===== src/verilog/cpdc_cfg.svh =====
// Constants for the clock power-down control block.
`ifndef CPDC_CFG_SVH
`define CPDC_CFG_SVH

// Clock rate of the internal processor clock in MHz.
`define CPDC_CLK_MHZ 50
// Power-up latency limit in milliseconds.
`define CPDC_WAKE_MS 3
// Power-up latency limit in clock cycles, rounded down.
`define CPDC_WAKE_CYC (`CPDC_WAKE_MS * 1000 * `CPDC_CLK_MHZ)
// Margin kept under the limit for synchroniser and restart cycles.
`define CPDC_WAKE_MARGIN 8
// Width of the oscillator settle counter.
`define CPDC_WAIT_W 18
// Reset value of the synchroniser flops: all inputs inactive high.
`define CPDC_SYNC_RST 3'h7
// Bit positions of the synchronised inputs.
`define CPDC_SYNC_PD 0
`define CPDC_SYNC_BUS 1
`define CPDC_SYNC_CPU 2
// Phase divider value at which the next phase is the common low point.
`define CPDC_CNT_LAST 2'h3

`endif


===== src/verilog/cpdc_pkg.sv =====
// Types for the clock power-down control block.
package cpdc_pkg;

    // Power sequencing states, one-hot.
    typedef enum logic [4:0] {
        CPDC_RUN  = 5'h01,
        CPDC_PARK = 5'h02,
        CPDC_STOP = 5'h04,
        CPDC_DOWN = 5'h08,
        CPDC_WAKE = 5'h10
    } cpdc_pwr_e;

    // Output clocks and analog enables, all registered.
    typedef struct packed {
        logic proc_clk;
        logic bus_clk;
        logic free_bus_clk;
        logic ref_clk;
        logic osc_en;
        logic vco_en;
    } cpdc_out_s;

    // Whole state of the control block.
    typedef struct packed {
        cpdc_pwr_e  st;
        logic [1:0] cnt;
        logic       en_all;
        logic       en_proc;
        logic       en_bus;
        logic [17:0] wait_cnt;
        cpdc_out_s  o;
    } cpdc_state_s;

endpackage


===== src/verilog/cpdc_sync.sv =====
// Two-flop synchroniser for the asynchronous control inputs.
`timescale 1ns/100ps
`include "cpdc_cfg.svh"

module cpdc_sync (
    input  wire logic       clock, // System clock.
    input  wire logic       rst_n, // Synchronous reset, active low.
    input  wire logic [2:0] din,   // Asynchronous inputs.
    output logic      [2:0] dout   // Synchronised inputs.
);

    typedef struct packed {
        logic [2:0] meta;
        logic [2:0] sync;
    } cpdc_sync_s;

    cpdc_sync_s s;
    cpdc_sync_s next_s;

    // The first stage feeds only the second stage.
    always_comb begin
        next_s.meta = din;
        next_s.sync = s.meta;
    end

    // Register both stages; reset takes the inactive level.
    always_ff @(posedge clock) begin
        if (!rst_n) begin
            s <= {`CPDC_SYNC_RST, `CPDC_SYNC_RST};
        end else begin
            s <= next_s;
        end
    end

    assign dout = s.sync;

endmodule // cpdc_sync


===== src/verilog/cpdc_ctrl.sv =====
// Power-down and clock-stop control for the clock synthesizer.
// What this block does
// - Bus halt input synchronised before gating.
// - Other clocks keep running during bus halt.
// - Power-down input synchronised before acting.
// - No internal clock runs when powered down.
// - Outputs parked low before oscillators stop.
// - First valid clocks within 3 ms.
// - Power-down completes within eight processor cycles.
// - Halt inputs ignored during power transitions.
// - Bus clocks stop low, restart full pulse.
// - Bus halt leaves free bus clock alone.
// - Processor halt stops processor clocks low.
`timescale 1ns/100ps
`include "cpdc_cfg.svh"

module cpdc_ctrl
    import cpdc_pkg::*;
#(
    parameter int WAKE_WAIT = `CPDC_WAKE_CYC - `CPDC_WAKE_MARGIN // Oscillator settle cycles.
) (
    input  wire logic clock,              // Internal processor clock, 50 MHz.
    input  wire logic rst_n,              // Synchronous reset, active low.
    input  wire logic power_down_n,       // Asynchronous power-down request, active low.
    input  wire logic bus_halt_n,         // Asynchronous bus clock halt, active low.
    input  wire logic proc_halt_n,        // Asynchronous processor clock halt, active low.
    output logic      processor_clock_out, // Gated processor clock.
    output logic      bus_clock_out,      // Gated bus clock.
    output logic      free_bus_clock_out, // Free-running bus clock.
    output logic      ref_clock_out,      // Reference clock.
    output logic      osc_enable,         // Crystal oscillator enable.
    output logic      vco_enable,         // VCO enable.
    output logic      powered_down        // High while in power-down.
);

    ////////////////////////////////////////////////////////////////////////////
    // Input synchronisation.

    logic [2:0] sync_in;
    logic       pd_s;
    logic       bus_s;
    logic       cpu_s;

    // All three control inputs pass two flops before use.
    cpdc_sync u_sync (
        .clock (clock),
        .rst_n (rst_n),
        .din   ({proc_halt_n, bus_halt_n, power_down_n}),
        .dout  (sync_in)
    );

    assign pd_s  = sync_in[`CPDC_SYNC_PD];
    assign bus_s = sync_in[`CPDC_SYNC_BUS];
    assign cpu_s = sync_in[`CPDC_SYNC_CPU];

    ////////////////////////////////////////////////////////////////////////////
    // State and next-state logic.

    cpdc_state_s s;
    cpdc_state_s next_s;
    logic        at_low;

    // True in the cycle after which every divided clock starts a low phase.
    function automatic logic low_point(input logic [1:0] cnt);
        return cnt == `CPDC_CNT_LAST;
    endfunction

    // Sequence power states; enables change only at the common low point.
    always_comb begin
        next_s = s;
        at_low = low_point(s.cnt);
        case (s.st)
            CPDC_RUN: begin
                next_s.cnt = s.cnt + 2'h1;
                if (!pd_s) begin
                    next_s.st = CPDC_PARK;
                end else if (at_low) begin
                    next_s.en_proc = cpu_s;
                    next_s.en_bus  = bus_s;
                end
            end
            CPDC_PARK: begin
                next_s.cnt = s.cnt + 2'h1;
                if (at_low) begin
                    next_s.en_all  = 1'b0;
                    next_s.en_proc = 1'b0;
                    next_s.en_bus  = 1'b0;
                    next_s.st      = CPDC_STOP;
                end
            end
            CPDC_STOP: begin
                next_s.cnt      = 2'h0;
                next_s.o.osc_en = 1'b0;
                next_s.o.vco_en = 1'b0;
                next_s.st       = CPDC_DOWN;
            end
            CPDC_DOWN: begin
                next_s.cnt = 2'h0;
                if (pd_s) begin
                    next_s.o.osc_en = 1'b1;
                    next_s.o.vco_en = 1'b1;
                    next_s.wait_cnt = WAKE_WAIT[17:0];
                    next_s.st       = CPDC_WAKE;
                end
            end
            CPDC_WAKE: begin
                next_s.cnt = 2'h0;
                if (s.wait_cnt == 18'h0) begin
                    next_s.en_all  = 1'b1;
                    next_s.en_proc = cpu_s;
                    next_s.en_bus  = bus_s;
                    next_s.st      = CPDC_RUN;
                end else begin
                    next_s.wait_cnt = s.wait_cnt - 18'h1;
                end
            end
            default: begin
                next_s.st = CPDC_RUN;
            end
        endcase
        // Outputs follow the next phase so every pulse is whole.
        next_s.o.proc_clk     = next_s.cnt[0] & next_s.en_proc & next_s.en_all;
        next_s.o.bus_clk      = next_s.cnt[1] & next_s.en_bus & next_s.en_all;
        next_s.o.free_bus_clk = next_s.cnt[1] & next_s.en_all;
        next_s.o.ref_clk      = next_s.cnt[1] & next_s.en_all;
    end

    // Register the state; reset leaves the clocks running.
    always_ff @(posedge clock) begin
        if (!rst_n) begin
            s <= '{st: CPDC_RUN, cnt: 2'h0, en_all: 1'b1, en_proc: 1'b1, en_bus: 1'b1,
                   wait_cnt: 18'h0, o: '{osc_en: 1'b1, vco_en: 1'b1, default: 1'b0}};
        end else begin
            s <= next_s;
        end
    end

    assign processor_clock_out = s.o.proc_clk;
    assign bus_clock_out       = s.o.bus_clk;
    assign free_bus_clock_out  = s.o.free_bus_clk;
    assign ref_clock_out       = s.o.ref_clk;
    assign osc_enable          = s.o.osc_en;
    assign vco_enable          = s.o.vco_en;
    assign powered_down        = (s.st == CPDC_DOWN);
endmodule // cpdc_ctrl


===== config.mk =====
export PLATFORM = sky130hd
export DESIGN_NAME = cpdc_ctrl
export DESIGN_NICKNAME = d
export VERILOG_FILES = /design/src/verilog/cpdc_pkg.sv /design/src/verilog/cpdc_sync.sv /design/src/verilog/cpdc_ctrl.sv
export VERILOG_INCLUDE_DIRS = /design/src /design/src/verilog
export SDC_FILE = /design/constraint.sdc
export NUM_CORES = 1
export LEC_CHECK = 0
export BUFFER_PORTS_ARGS = -buffer_cell sky130_fd_sc_hd__buf_2
export CAP_MARGIN = 20
export CORE_UTILIZATION = 35
export DETAILED_ROUTE_END_ITERATION = 7
export PLACE_DENSITY_LB_ADDON = 0.25
export SLEW_MARGIN = 0
export SYNTH_ARGS = -nofsm -noshare
export SYNTH_HDL_FRONTEND = slang
export SYNTH_SLANG_ARGS = --single-unit
export TNS_END_PERCENT = 5

===== constraint.sdc =====
create_clock -name clock -period 2.5 [get_ports clock]
set_input_delay 0.375 -clock clock [delete_from_list [all_inputs] [get_ports clock]]
set_output_delay 0.375 -clock clock [all_outputs]
set_load 0.05 [all_outputs]

---- Yosys cells after proc, flatten, opt, wreduce, memory -nomap -nowiden ----
Cells that the tools add are included.
word-level totals
  logic and storage cells ................. 56
  register bits ........................... 39
  input port bits ......................... 5
operators by class
  muxes and demuxes ....................... 17
  eq/ne operators ......................... 11
  reductions and logical operators ........ 8
  bitwise operators ....................... 5
  add/subtract/negate cells ............... 2
operator list
  cell                                                                     number
  18-bit 2-to-1 mux                                                        2
  18-bit case mux with 2 select lines                                      1
  5-bit case mux with 5 select lines                                       1
  5-bit 2-to-1 mux                                                         4
  18-bit zero test                                                         1
  18-bit by 1-bit subtractor with 18-bit output, second input constant     1
  2-bit inequality test, second input constant                             4
  2-bit case mux with 2 select lines                                       2
  2-bit 2-to-1 mux                                                         3
  3-bit 2-to-1 mux                                                         2
  2-bit case mux with 3 select lines                                       1
  1-bit bitwise AND                                                        5
  5-bit by 1-bit equality test with 1-bit output, second input constant    1
  5-bit by 2-bit equality test with 1-bit output, second input constant    1
  5-bit by 3-bit equality test with 1-bit output, second input constant    1
  5-bit by 4-bit equality test with 1-bit output, second input constant    1
  5-bit equality test, second input constant                               1
  4-bit AND reduction                                                      1
  2-bit nonzero test                                                       2
  3-bit AND reduction                                                      1
  3-bit OR reduction                                                       1
  2-bit by 1-bit adder with 2-bit output, second input constant            1
  2-bit equality test, second input constant                               1
  2-bit by 1-bit inequality test with 1-bit output, second input constant  1
  other kinds (3)                                                          3

---- Depth between registers and ports, before layout ----
Gate-level depths: netlist of run 1.
  word-level depth ........................ 6
  gate-level depth with buffers ........... 7
  mapped depth without buffers ............ 7

---- Modules after synthesis ----
Synthesis of run 1 repeated with hierarchy kept, for this count alone.
unflattened totals
  cell total of the unflattened synthesis .. 218
  area total of the unflattened synthesis .. 1853.0 µm²
by module, submodules not included
  module     cells each  seq. area each (µm²)  area an instance (µm²)  instances
  cpdc_ctrl  206         640.6                 1695.4                  1
  cpdc_sync  12          120.1                 157.7                   1

---- Least setup slack after synthesis of run 1 ----
OpenSTA, ideal clock, no wires.
  path kind ............................... reg2reg
  from .................................... register s[17] in the netlist's numbering
  to ...................................... register s[33] in the netlist's numbering
  arrival ................................. 1.973 ns
  setup time .............................. 0.119 ns
  slack ................................... 0.409 ns
  clock period less this slack ............ 2.091 ns
  path buffers ............................ 1
  cell stages (with the launch flop) ...... 7
  data required time ...................... 2.381 ns
  cell sequence ........................... dfxtp_1 > or4_4 > or3_4 > buf_6 > nor2_8 > o221ai_2 > o221a_1
on the way
  word-level cells in the longest chain between the ends .. 3
ends and longest elaborated chain
  element                          RTL line          source
  from (decl)                      cpdc_ctrl.sv:59   cpdc_state_s s;
  from (signal assigned)           cpdc_ctrl.sv:131  s <= '{st: CPDC_RUN, cnt: 2'h0, en_all: 1'b1, en_proc: 1'b1, en_bus: 1'b1,
  from (signal assigned)           cpdc_ctrl.sv:134  s <= next_s;
  18-bit zero test                 cpdc_ctrl.sv:108  if (s.wait_cnt == 18'h0) begin
  2-bit inequality test (no line)  --
  4-bit AND reduction (no line)    --
No other way between the ends.
A chain may end at the register's enable or synchronous reset.

---- Final worst setup path of run 1 ----
  from .................................... register s[33] in the netlist's numbering
  to ...................................... register s[20] in the netlist's numbering
on the way
  word-level cells in the longest chain between the ends .. 3
ends and longest elaborated chain
  element                                                                                RTL line         source
  5-bit equality test or 5-bit by 4-bit equality test with 1-bit output (tied branches)  cpdc_ctrl.sv:72  case (s.st)
  2-bit inequality test (no line), or another cell as far along                          --
  3-bit AND reduction (no line)                                                          --
Parallel ways exist; a longest one is shown, timed or not.

==> flow_metrics.py, run 1 <==
metrics = {
    "detailed_routing": {
        "wl_per_cell_um": 14.1,
        "ant_nets": 0,
        "vias_per_cell": 5.49,
        "route.detailed.drc": 0,
        "routed_wl_mm": 4.03,
        "first_iter_violations": 167,
        "dr.pass1.iters": 4,
        "dr_total_vias": 1570,
    },
    "grt": {
        "grt_util_met2_pct": 23.5,
        "grt_pass1_vias": 1509,
        "met3_usage_pct": 3.59,
        "met1_usage_pct": 19.9,
        "grt_max_degree": 21,
        "antenna_found_initial": 0,
        "busiest_layer": "met2",
        "grt_pass1_wl_mm": 7.03,
        "track_usage_pct": 15.2,
        "overflow": 0,
    },
    "sta": {
        "worst_pin_slew_ns": 0.648,
        "tns_ns": 0,
        "post-route-period-util_pct": 90.0,
        "maxSlewHeadroom_pct": 56.4,
        "max_freq_mhz": 445,
        "min_period_ns": 2.25,
        "slew_viol_final": 0,
        "setup_viol": 0,
        "fin_skew_ns": 0.00837,
        "rsz0062_at_grt": "no",
        "hold_viol": 0,
    },
    "critical_path": {
        "critPathCaptureType": "register",
        "worst-setup-path-type": "register to register",
        "r2r_end": "s[20]$_SDFFE_PN0P_",
        "cp_data_arrival_time_ns": 2.41,
        "r2r-start": "s[33]$_SDFFE_PN0P_",
        "path_max_fanout": 11,
        "worst_setup_path_start_kind": "register",
        "reg2reg_slack_ns": 0.25,
        "cp.required_ns": 2.66,
        "worstRegToRegCells": 5,
    },
    "layout": {
        "drive_above_1_share_pct": 17.6,
        "n_antenna_cell": 0,
        "fin_cells": 286,
        "fin_nets": 222,
        "syn_to_final_growth_pct": 10.2,
    },
    "cts": {
        "cts_max_level": 2,
        "numCtsBuffers": 5,
        "postCtsHoldBufs": 0,
        "cts_resized": 0,
        "clk_pin_slew_ns": 0.08,
        "clock_path_buffers": 2,
        "clk_latency_ns": 0.29,
        "cts-root-buf": "clkbuf_8",
        "cts_tree": "done",
        "cts_setup_buffers": 0,
        "cts.sinks": 38,
    },
    "yosys": {
        "avgSynthCellArea_um2": 9.41,
        "ys_ff_latch": 38,
        "synthXorXnorAreaFrac_pct": 2.71,
        "yosys_most_used_dff": "dfxtp_1",
        "synth_top_family_by_area": "simple AND/OR/NAND/NOR gates",
        "synth.distinct_cells": 60,
        "synth.net_count": 213,
        "netlist_area_um2": 1940,
        "syn_inst": 206,
        "synthArstFlopShare_pct": 0,
        "synth_edf_count": 0,
        "synth_compound_area_share_pct": 22.5,
        "ys_seq_area_share_pct": 39.2,
        "yosys.area_share.simple_pct": 28.3,
        "synth_mux_area_share_pct": 1.03,
        "synthAdderAreaFrac_pct": 1.29,
        "ys.warnings.count": 0,
    },
    "place": {
        "io_buffers": 11,
        "dp.cells": 278,
        "post-dp-hpwl_mm": 2.92,
        "gp_congestion": 0.781,
    },
    "hold_path": {
        "hp-class": "input pin to register",
        "hold_end": "u_sync.next_s[0]$_SDFF_PN1_",
        "hold-path-cell-count": 2,
        "hold_start": "power_down_n",
    },
    "floorplanning": {
        "rows": 26,
        "dieArea_um2": 5840,
        "num_io_pins": 12,
        "die-height_um": 76.4,
        "coreArea_um2": 5240,
        "start_util_pct": 37.0,
        "chipWidth_um": 76.4,
    },
    "pwr": {
        "ir_drop_v": 0.000397,
        "powerDensity_nw_per_um2": 892,
        "p_leak_nw": 0.763,
    },
    "run_status": {
        "status": "complete, no violations",
    },
    "run": {
        "cap_violations": 0,
    },
}
==> cell type report <==
cell class	instances	area, µm²
tap	70	87.6
clock inverter	2	12.5
clock buffer	6	82.6
multi-input combinational	148	1080
fill	520	3100
sequential	38	761
inverter	7	26.3
timing repair buffer	15	85.1
==> routing by layer <==
metal | up-vias | part of all wire, %
met5 | - | 0
met4 | 0 | 1.3
met3 | 4 | 4.4
met2 | 40 | 45
met1 | 741 | 50
li1 | 785 | -
==> critical path, stage by stage (launching register included) <==
cell and delay (ns):
dfxtp_1 0.60, nor4b_1 0.41, nand4_2 0.43, o211ai_4 0.45, or4_1 0.16, a31oi_1 0.07
==> how the worst max path moves through the flow <==
stage	from	endpoint	slack (ns)
floorplan	s[17]$_SDFFE_PN0P_	s[33]$_SDFFE_PN0P_	0.41
global placement	s[33]$_SDFFE_PN0P_	s[20]$_SDFFE_PN0P_	0.30
detailed placement	s[33]$_SDFFE_PN0P_	s[20]$_SDFFE_PN0P_	0.30
CTS	s[33]$_SDFFE_PN0P_	s[20]$_SDFFE_PN0P_	0.29
global route	s[33]$_SDFFE_PN0P_	s[20]$_SDFFE_PN0P_	0.08
finish	s[33]$_SDFFE_PN0P_	s[20]$_SDFFE_PN0P_	0.25
==> kinds of logic after synthesis <==
kind of cell,count (synthesis)
AO/OA/AOI/OAI,55
XOR/XNOR,6
adder cells (fa/ha/maj),2
buffers and inverters,20
flip-flops,38
multiplexers,2
AND/OR/NAND/NOR,83
==> power by group <==
part           switching (mW)  leakage [nW]  internal [mW]
combinational           0.432         0.406          0.261
clock                   0.215        0.0472          0.221
sequential             0.0888         0.310          0.689
==> per-stage QoR <==
| stage | setup WS, ns | hold slack, ns | total power, mW | util (%) | cell area, µm² |
|---|---|---|---|---|---|
| floorplan | 0.409 | 0.386 | 1.37 | - | 1940 |
| global placement | 0.298 | 0.391 | 1.48 | 39.0 | 2040 |
| detailed placement | 0.303 | 0.399 | 1.48 | 39.0 | 2040 |
| CTS | 0.288 | 0.255 | 1.92 | 40.8 | 2140 |
| global route | 0.0842 | 0.255 | 2.03 | 40.8 | 2140 |
| finish | 0.251 | 0.263 | 1.91 | 40.8 | 2140 |
==> flip-flops by register name, summed over array words and instances, names as in the netlist <==
register and flops:
ref_clock_out 1, bus_clock_out 1, u_sync.dout 3, osc_enable 1
s 28, processor_clock_out 1, u_sync.next_s 3
==> synth_stat cells (all sizes together) (5+ instances only) <==
cell type / instances / share of area [%]
nor2: 13 / 3.4
nor3: 5 / 1.3
or4: 7 / 2.9
o21ai: 8 / 2.1
clkbuf: 7 / 1.4
o211ai: 9 / 4.9
a21oi: 13 / 3.4
nand2: 10 / 1.9
or3: 7 / 2.5
inv: 6 / 1.2
buf: 6 / 2.3
nand2b: 12 / 4.3
dfxtp: 38 / 39
==> layout by cell type, fill, tap and decap left out, types with 3 or more instances in the layout <==
master / instances
or4_1: 6
o31ai_1: 4
or3_1: 6
buf_2: 11
nand3_1: 4
nor2_1: 12
o211ai_1: 7
a21oi_1: 13
and3_1: 3
nor2b_1: 4
buf_4: 4
xor2_1: 4
nand2b_1: 11
nor3_1: 5
nand2_1: 10
clkbuf_8: 6
nor4_1: 3
inv_1: 6
o21ai_0: 7
dfxtp_1: 38
Power figures use the tool's default switching activity.
==> run 2, diff against run 1 <==
--- a/config.mk
+++ b/config.mk
@@ -8,6 +8,7 @@
 export LEC_CHECK = 0
 export BUFFER_PORTS_ARGS = -buffer_cell sky130_fd_sc_hd__buf_2
 export CAP_MARGIN = 20
+export CORE_MARGIN = 2
 export CORE_UTILIZATION = 35
 export DETAILED_ROUTE_END_ITERATION = 7
 export PLACE_DENSITY_LB_ADDON = 0.25
==> run 2 against run 1 <==
Compared with the run above: clock power increased by 44%; clock skew decreased by 0.0049 ns; total power increased by 10%; final cell count increased by 1.4%; sequential share of layout area decreased by 0.97 points; hold slack got worse by 0.0032 ns; cell area increased by 2.8%; via count decreased by 0.19%; non-clock buffer count increased by 2; core utilization decreased by 0.41 points; critical path depth unchanged; setup slack got worse by 0.028 ns; largest cell class unchanged.
==> flow_metrics.py, run 2 (synthesized netlist as in run 1, its figures left out) <==
metrics = {
    "run_status": {
        "status": "complete, no violations",
    },
    "critical_path": {
        "r2r-start": "s[33]$_SDFFE_PN0P_",
        "crit_start": "s[33]$_SDFFE_PN0P_",
        "path_max_fanout": 11,
        "reg2reg_slack_ns": 0.22,
        "cp.required_ns": 2.69,
        "critPathCaptureType": "register",
        "r2r_end": "s[33]$_SDFFE_PN0P_",
        "cp_data_arrival_time_ns": 2.47,
        "worstRegToRegCells": 5,
        "endpoint": "s[33]$_SDFFE_PN0P_",
        "worst_setup_path_start_kind": "register",
        "worst-setup-path-type": "register to register",
    },
    "floorplanning": {
        "coreArea_um2": 5440,
        "dieArea_um2": 6150,
        "chipWidth_um": 78.4,
        "die-height_um": 78.4,
        "num_io_pins": 12,
        "rows": 27,
        "start_util_pct": 35.7,
    },
    "pwr": {
        "powerDensity_nw_per_um2": 955,
        "finalPower_mw": 2.10,
        "p_int_mw": 1.35,
        "power.share.clock_pct": 30.0,
        "sequentialPowerShare_pct": 36.9,
        "p_leak_nw": 0.794,
        "ir_drop_v": 0.000452,
        "power_frac_comb_pct": 33.2,
        "switching_share_pct": 35.7,
        "p_switching_mw": 0.748,
    },
    "grt": {
        "grt_max_degree": 14,
        "grt_pass1_wl_mm": 7.02,
        "overflow": 0,
        "grt_pass1_vias": 1434,
        "track_usage_pct": 14.5,
        "antenna_found_initial": 0,
    },
    "place": {
        "gp_congestion": 0.854,
        "post-dp-hpwl_mm": 3.04,
        "dp.cells": 282,
        "io_buffers": 11,
        "pre_cts_ws_ns": 0.271,
    },
    "cts": {
        "cts.sinks": 38,
        "cts_tree": "done",
        "postCtsHoldBufs": 0,
        "cts_setup_buffers": 0,
        "cts_max_level": 2,
        "cts_resized": 0,
        "clk_latency_ns": 0.29,
        "clk_pin_slew_ns": 0.08,
        "clock_path_buffers": 2,
        "cts-root-buf": "clkbuf_8",
        "numCtsBuffers": 5,
    },
    "layout": {
        "top_register": "s",
        "largest_register_ffs": 28,
        "final_cell_mix": "dfxtp_1 (38), a21oi_1 (13), nor2_1 (12)",
        "syn_to_final_growth_pct": 13.3,
        "final_common_cell": "dfxtp_1",
        "drive_above_1_share_pct": 18.3,
        "fillers": 540,
        "fin_cells": 290,
        "fin_nets": 224,
        "n_antenna_cell": 0,
    },
    "detailed_routing": {
        "first_iter_violations": 123,
        "wl_per_cell_um": 14.3,
        "route.detailed.drc": 0,
        "vias_per_cell": 5.40,
        "ant_nets": 0,
        "routed_wl_mm": 4.14,
        "dr_total_vias": 1567,
        "dr.pass1.iters": 4,
    },
    "sta": {
        "min_period_ns": 2.28,
        "rsz0062_at_grt": "no",
        "tns_ns": 0,
        "post-route-period-util_pct": 91.1,
        "max_freq_mhz": 439,
        "setup_viol": 0,
        "hold_viol": 0,
        "slew_viol_final": 0,
        "fin_skew_ns": 0.00348,
        "setup_ws_ns": 0.223,
        "maxSlewHeadroom_pct": 61.0,
        "worst_pin_slew_ns": 0.580,
    },
    "run": {
        "cap_violations": 0,
    },
    "hold_path": {
        "hp-class": "input pin to register",
    },
}
run 2: changes by cell type in the layout (fill, tap and decap cells not counted), sizes merged:
cell,before,now
bufinv,0,2
clkinvlp,1,0
clkbuf,6,5
buf,15,17
run 2: worst min path at each step:
| stage | from | end | slack, ns | cells after the start |
|---|---|---|---|---|
| after floorplan | u_sync.next_s[0]$_SDFF_PN1_ | u_sync.dout[0]$_SDFF_PN1_ | 0.39 | 1 |
| after global placement | u_sync.next_s[2]$_SDFF_PN1_ | u_sync.dout[2]$_SDFF_PN1_ | 0.39 | 1 |
| after detailed placement | u_sync.next_s[2]$_SDFF_PN1_ | u_sync.dout[2]$_SDFF_PN1_ | 0.39 | 1 |
| after CTS | bus_halt_n | u_sync.next_s[1]$_SDFF_PN1_ | 0.25 | 2 |
| after global routing | bus_halt_n | u_sync.next_s[1]$_SDFF_PN1_ | 0.25 | 2 |
| final | bus_halt_n | u_sync.next_s[1]$_SDFF_PN1_ | 0.26 | 2 |
run 2: critical path, cell delays in order (launching register included):
cell	delay, ns
dfxtp_1	0.56
nor4b_1	0.46
nand4_2	0.45
nor2_8	0.26
o221ai_2	0.18
o221a_1	0.27
run 2: stage by stage:
stage | utilization [%] | hold slack (ns) | area [µm²]
after global placement | 37.9 | 0.392 | 2060
after global routing | 40.4 | 0.250 | 2200
after detailed placement | 37.9 | 0.394 | 2060
after CTS | 40.4 | 0.254 | 2200
final | 40.4 | 0.260 | 2200
after floorplan | - | 0.386 | 1940
run 2: metal layers:
layer | share of wire (%) | global-route usage [%] | wire length (µm) | up-vias
met5 | 0 | 0 | 0 | -
met4 | 1.2 | 5.09 | 51 | 0
met3 | 4.2 | 3.45 | 174 | 5
met2 | 44 | 21.6 | 1810 | 38
met1 | 51 | 20.4 | 2100 | 738
li1 | - | - | - | 786
run 2: layout make-up:
class / instances / area (µm²) / share of cell area [%]
sequential: 38 / 761 / 34.6
timing repair buffer: 17 / 100 / 4.56
inverter: 7 / 26.3 / 1.20
clock buffer: 5 / 68.8 / 3.13
tap: 72 / 90.1 / 4.10
clock inverter: 3 / 68.8 / 3.13
multi-input combinational: 148 / 1080 / 49.3
run 2: power by group through the flow:
| stage | registers (mW) | logic, mW | clock network [mW] |
|---|---|---|---|
| 2_1_floorplan | 0.792 | 0.581 | 0 |
| 3_3_place_gp | 0.788 | 0.696 | 0 |
| 3_5_place_dp | 0.789 | 0.690 | 0 |
| 4_1_cts | 0.774 | 0.695 | 0.641 |
| 5_1_grt | 0.787 | 0.765 | 0.667 |
| 6_report | 0.774 | 0.696 | 0.629 |
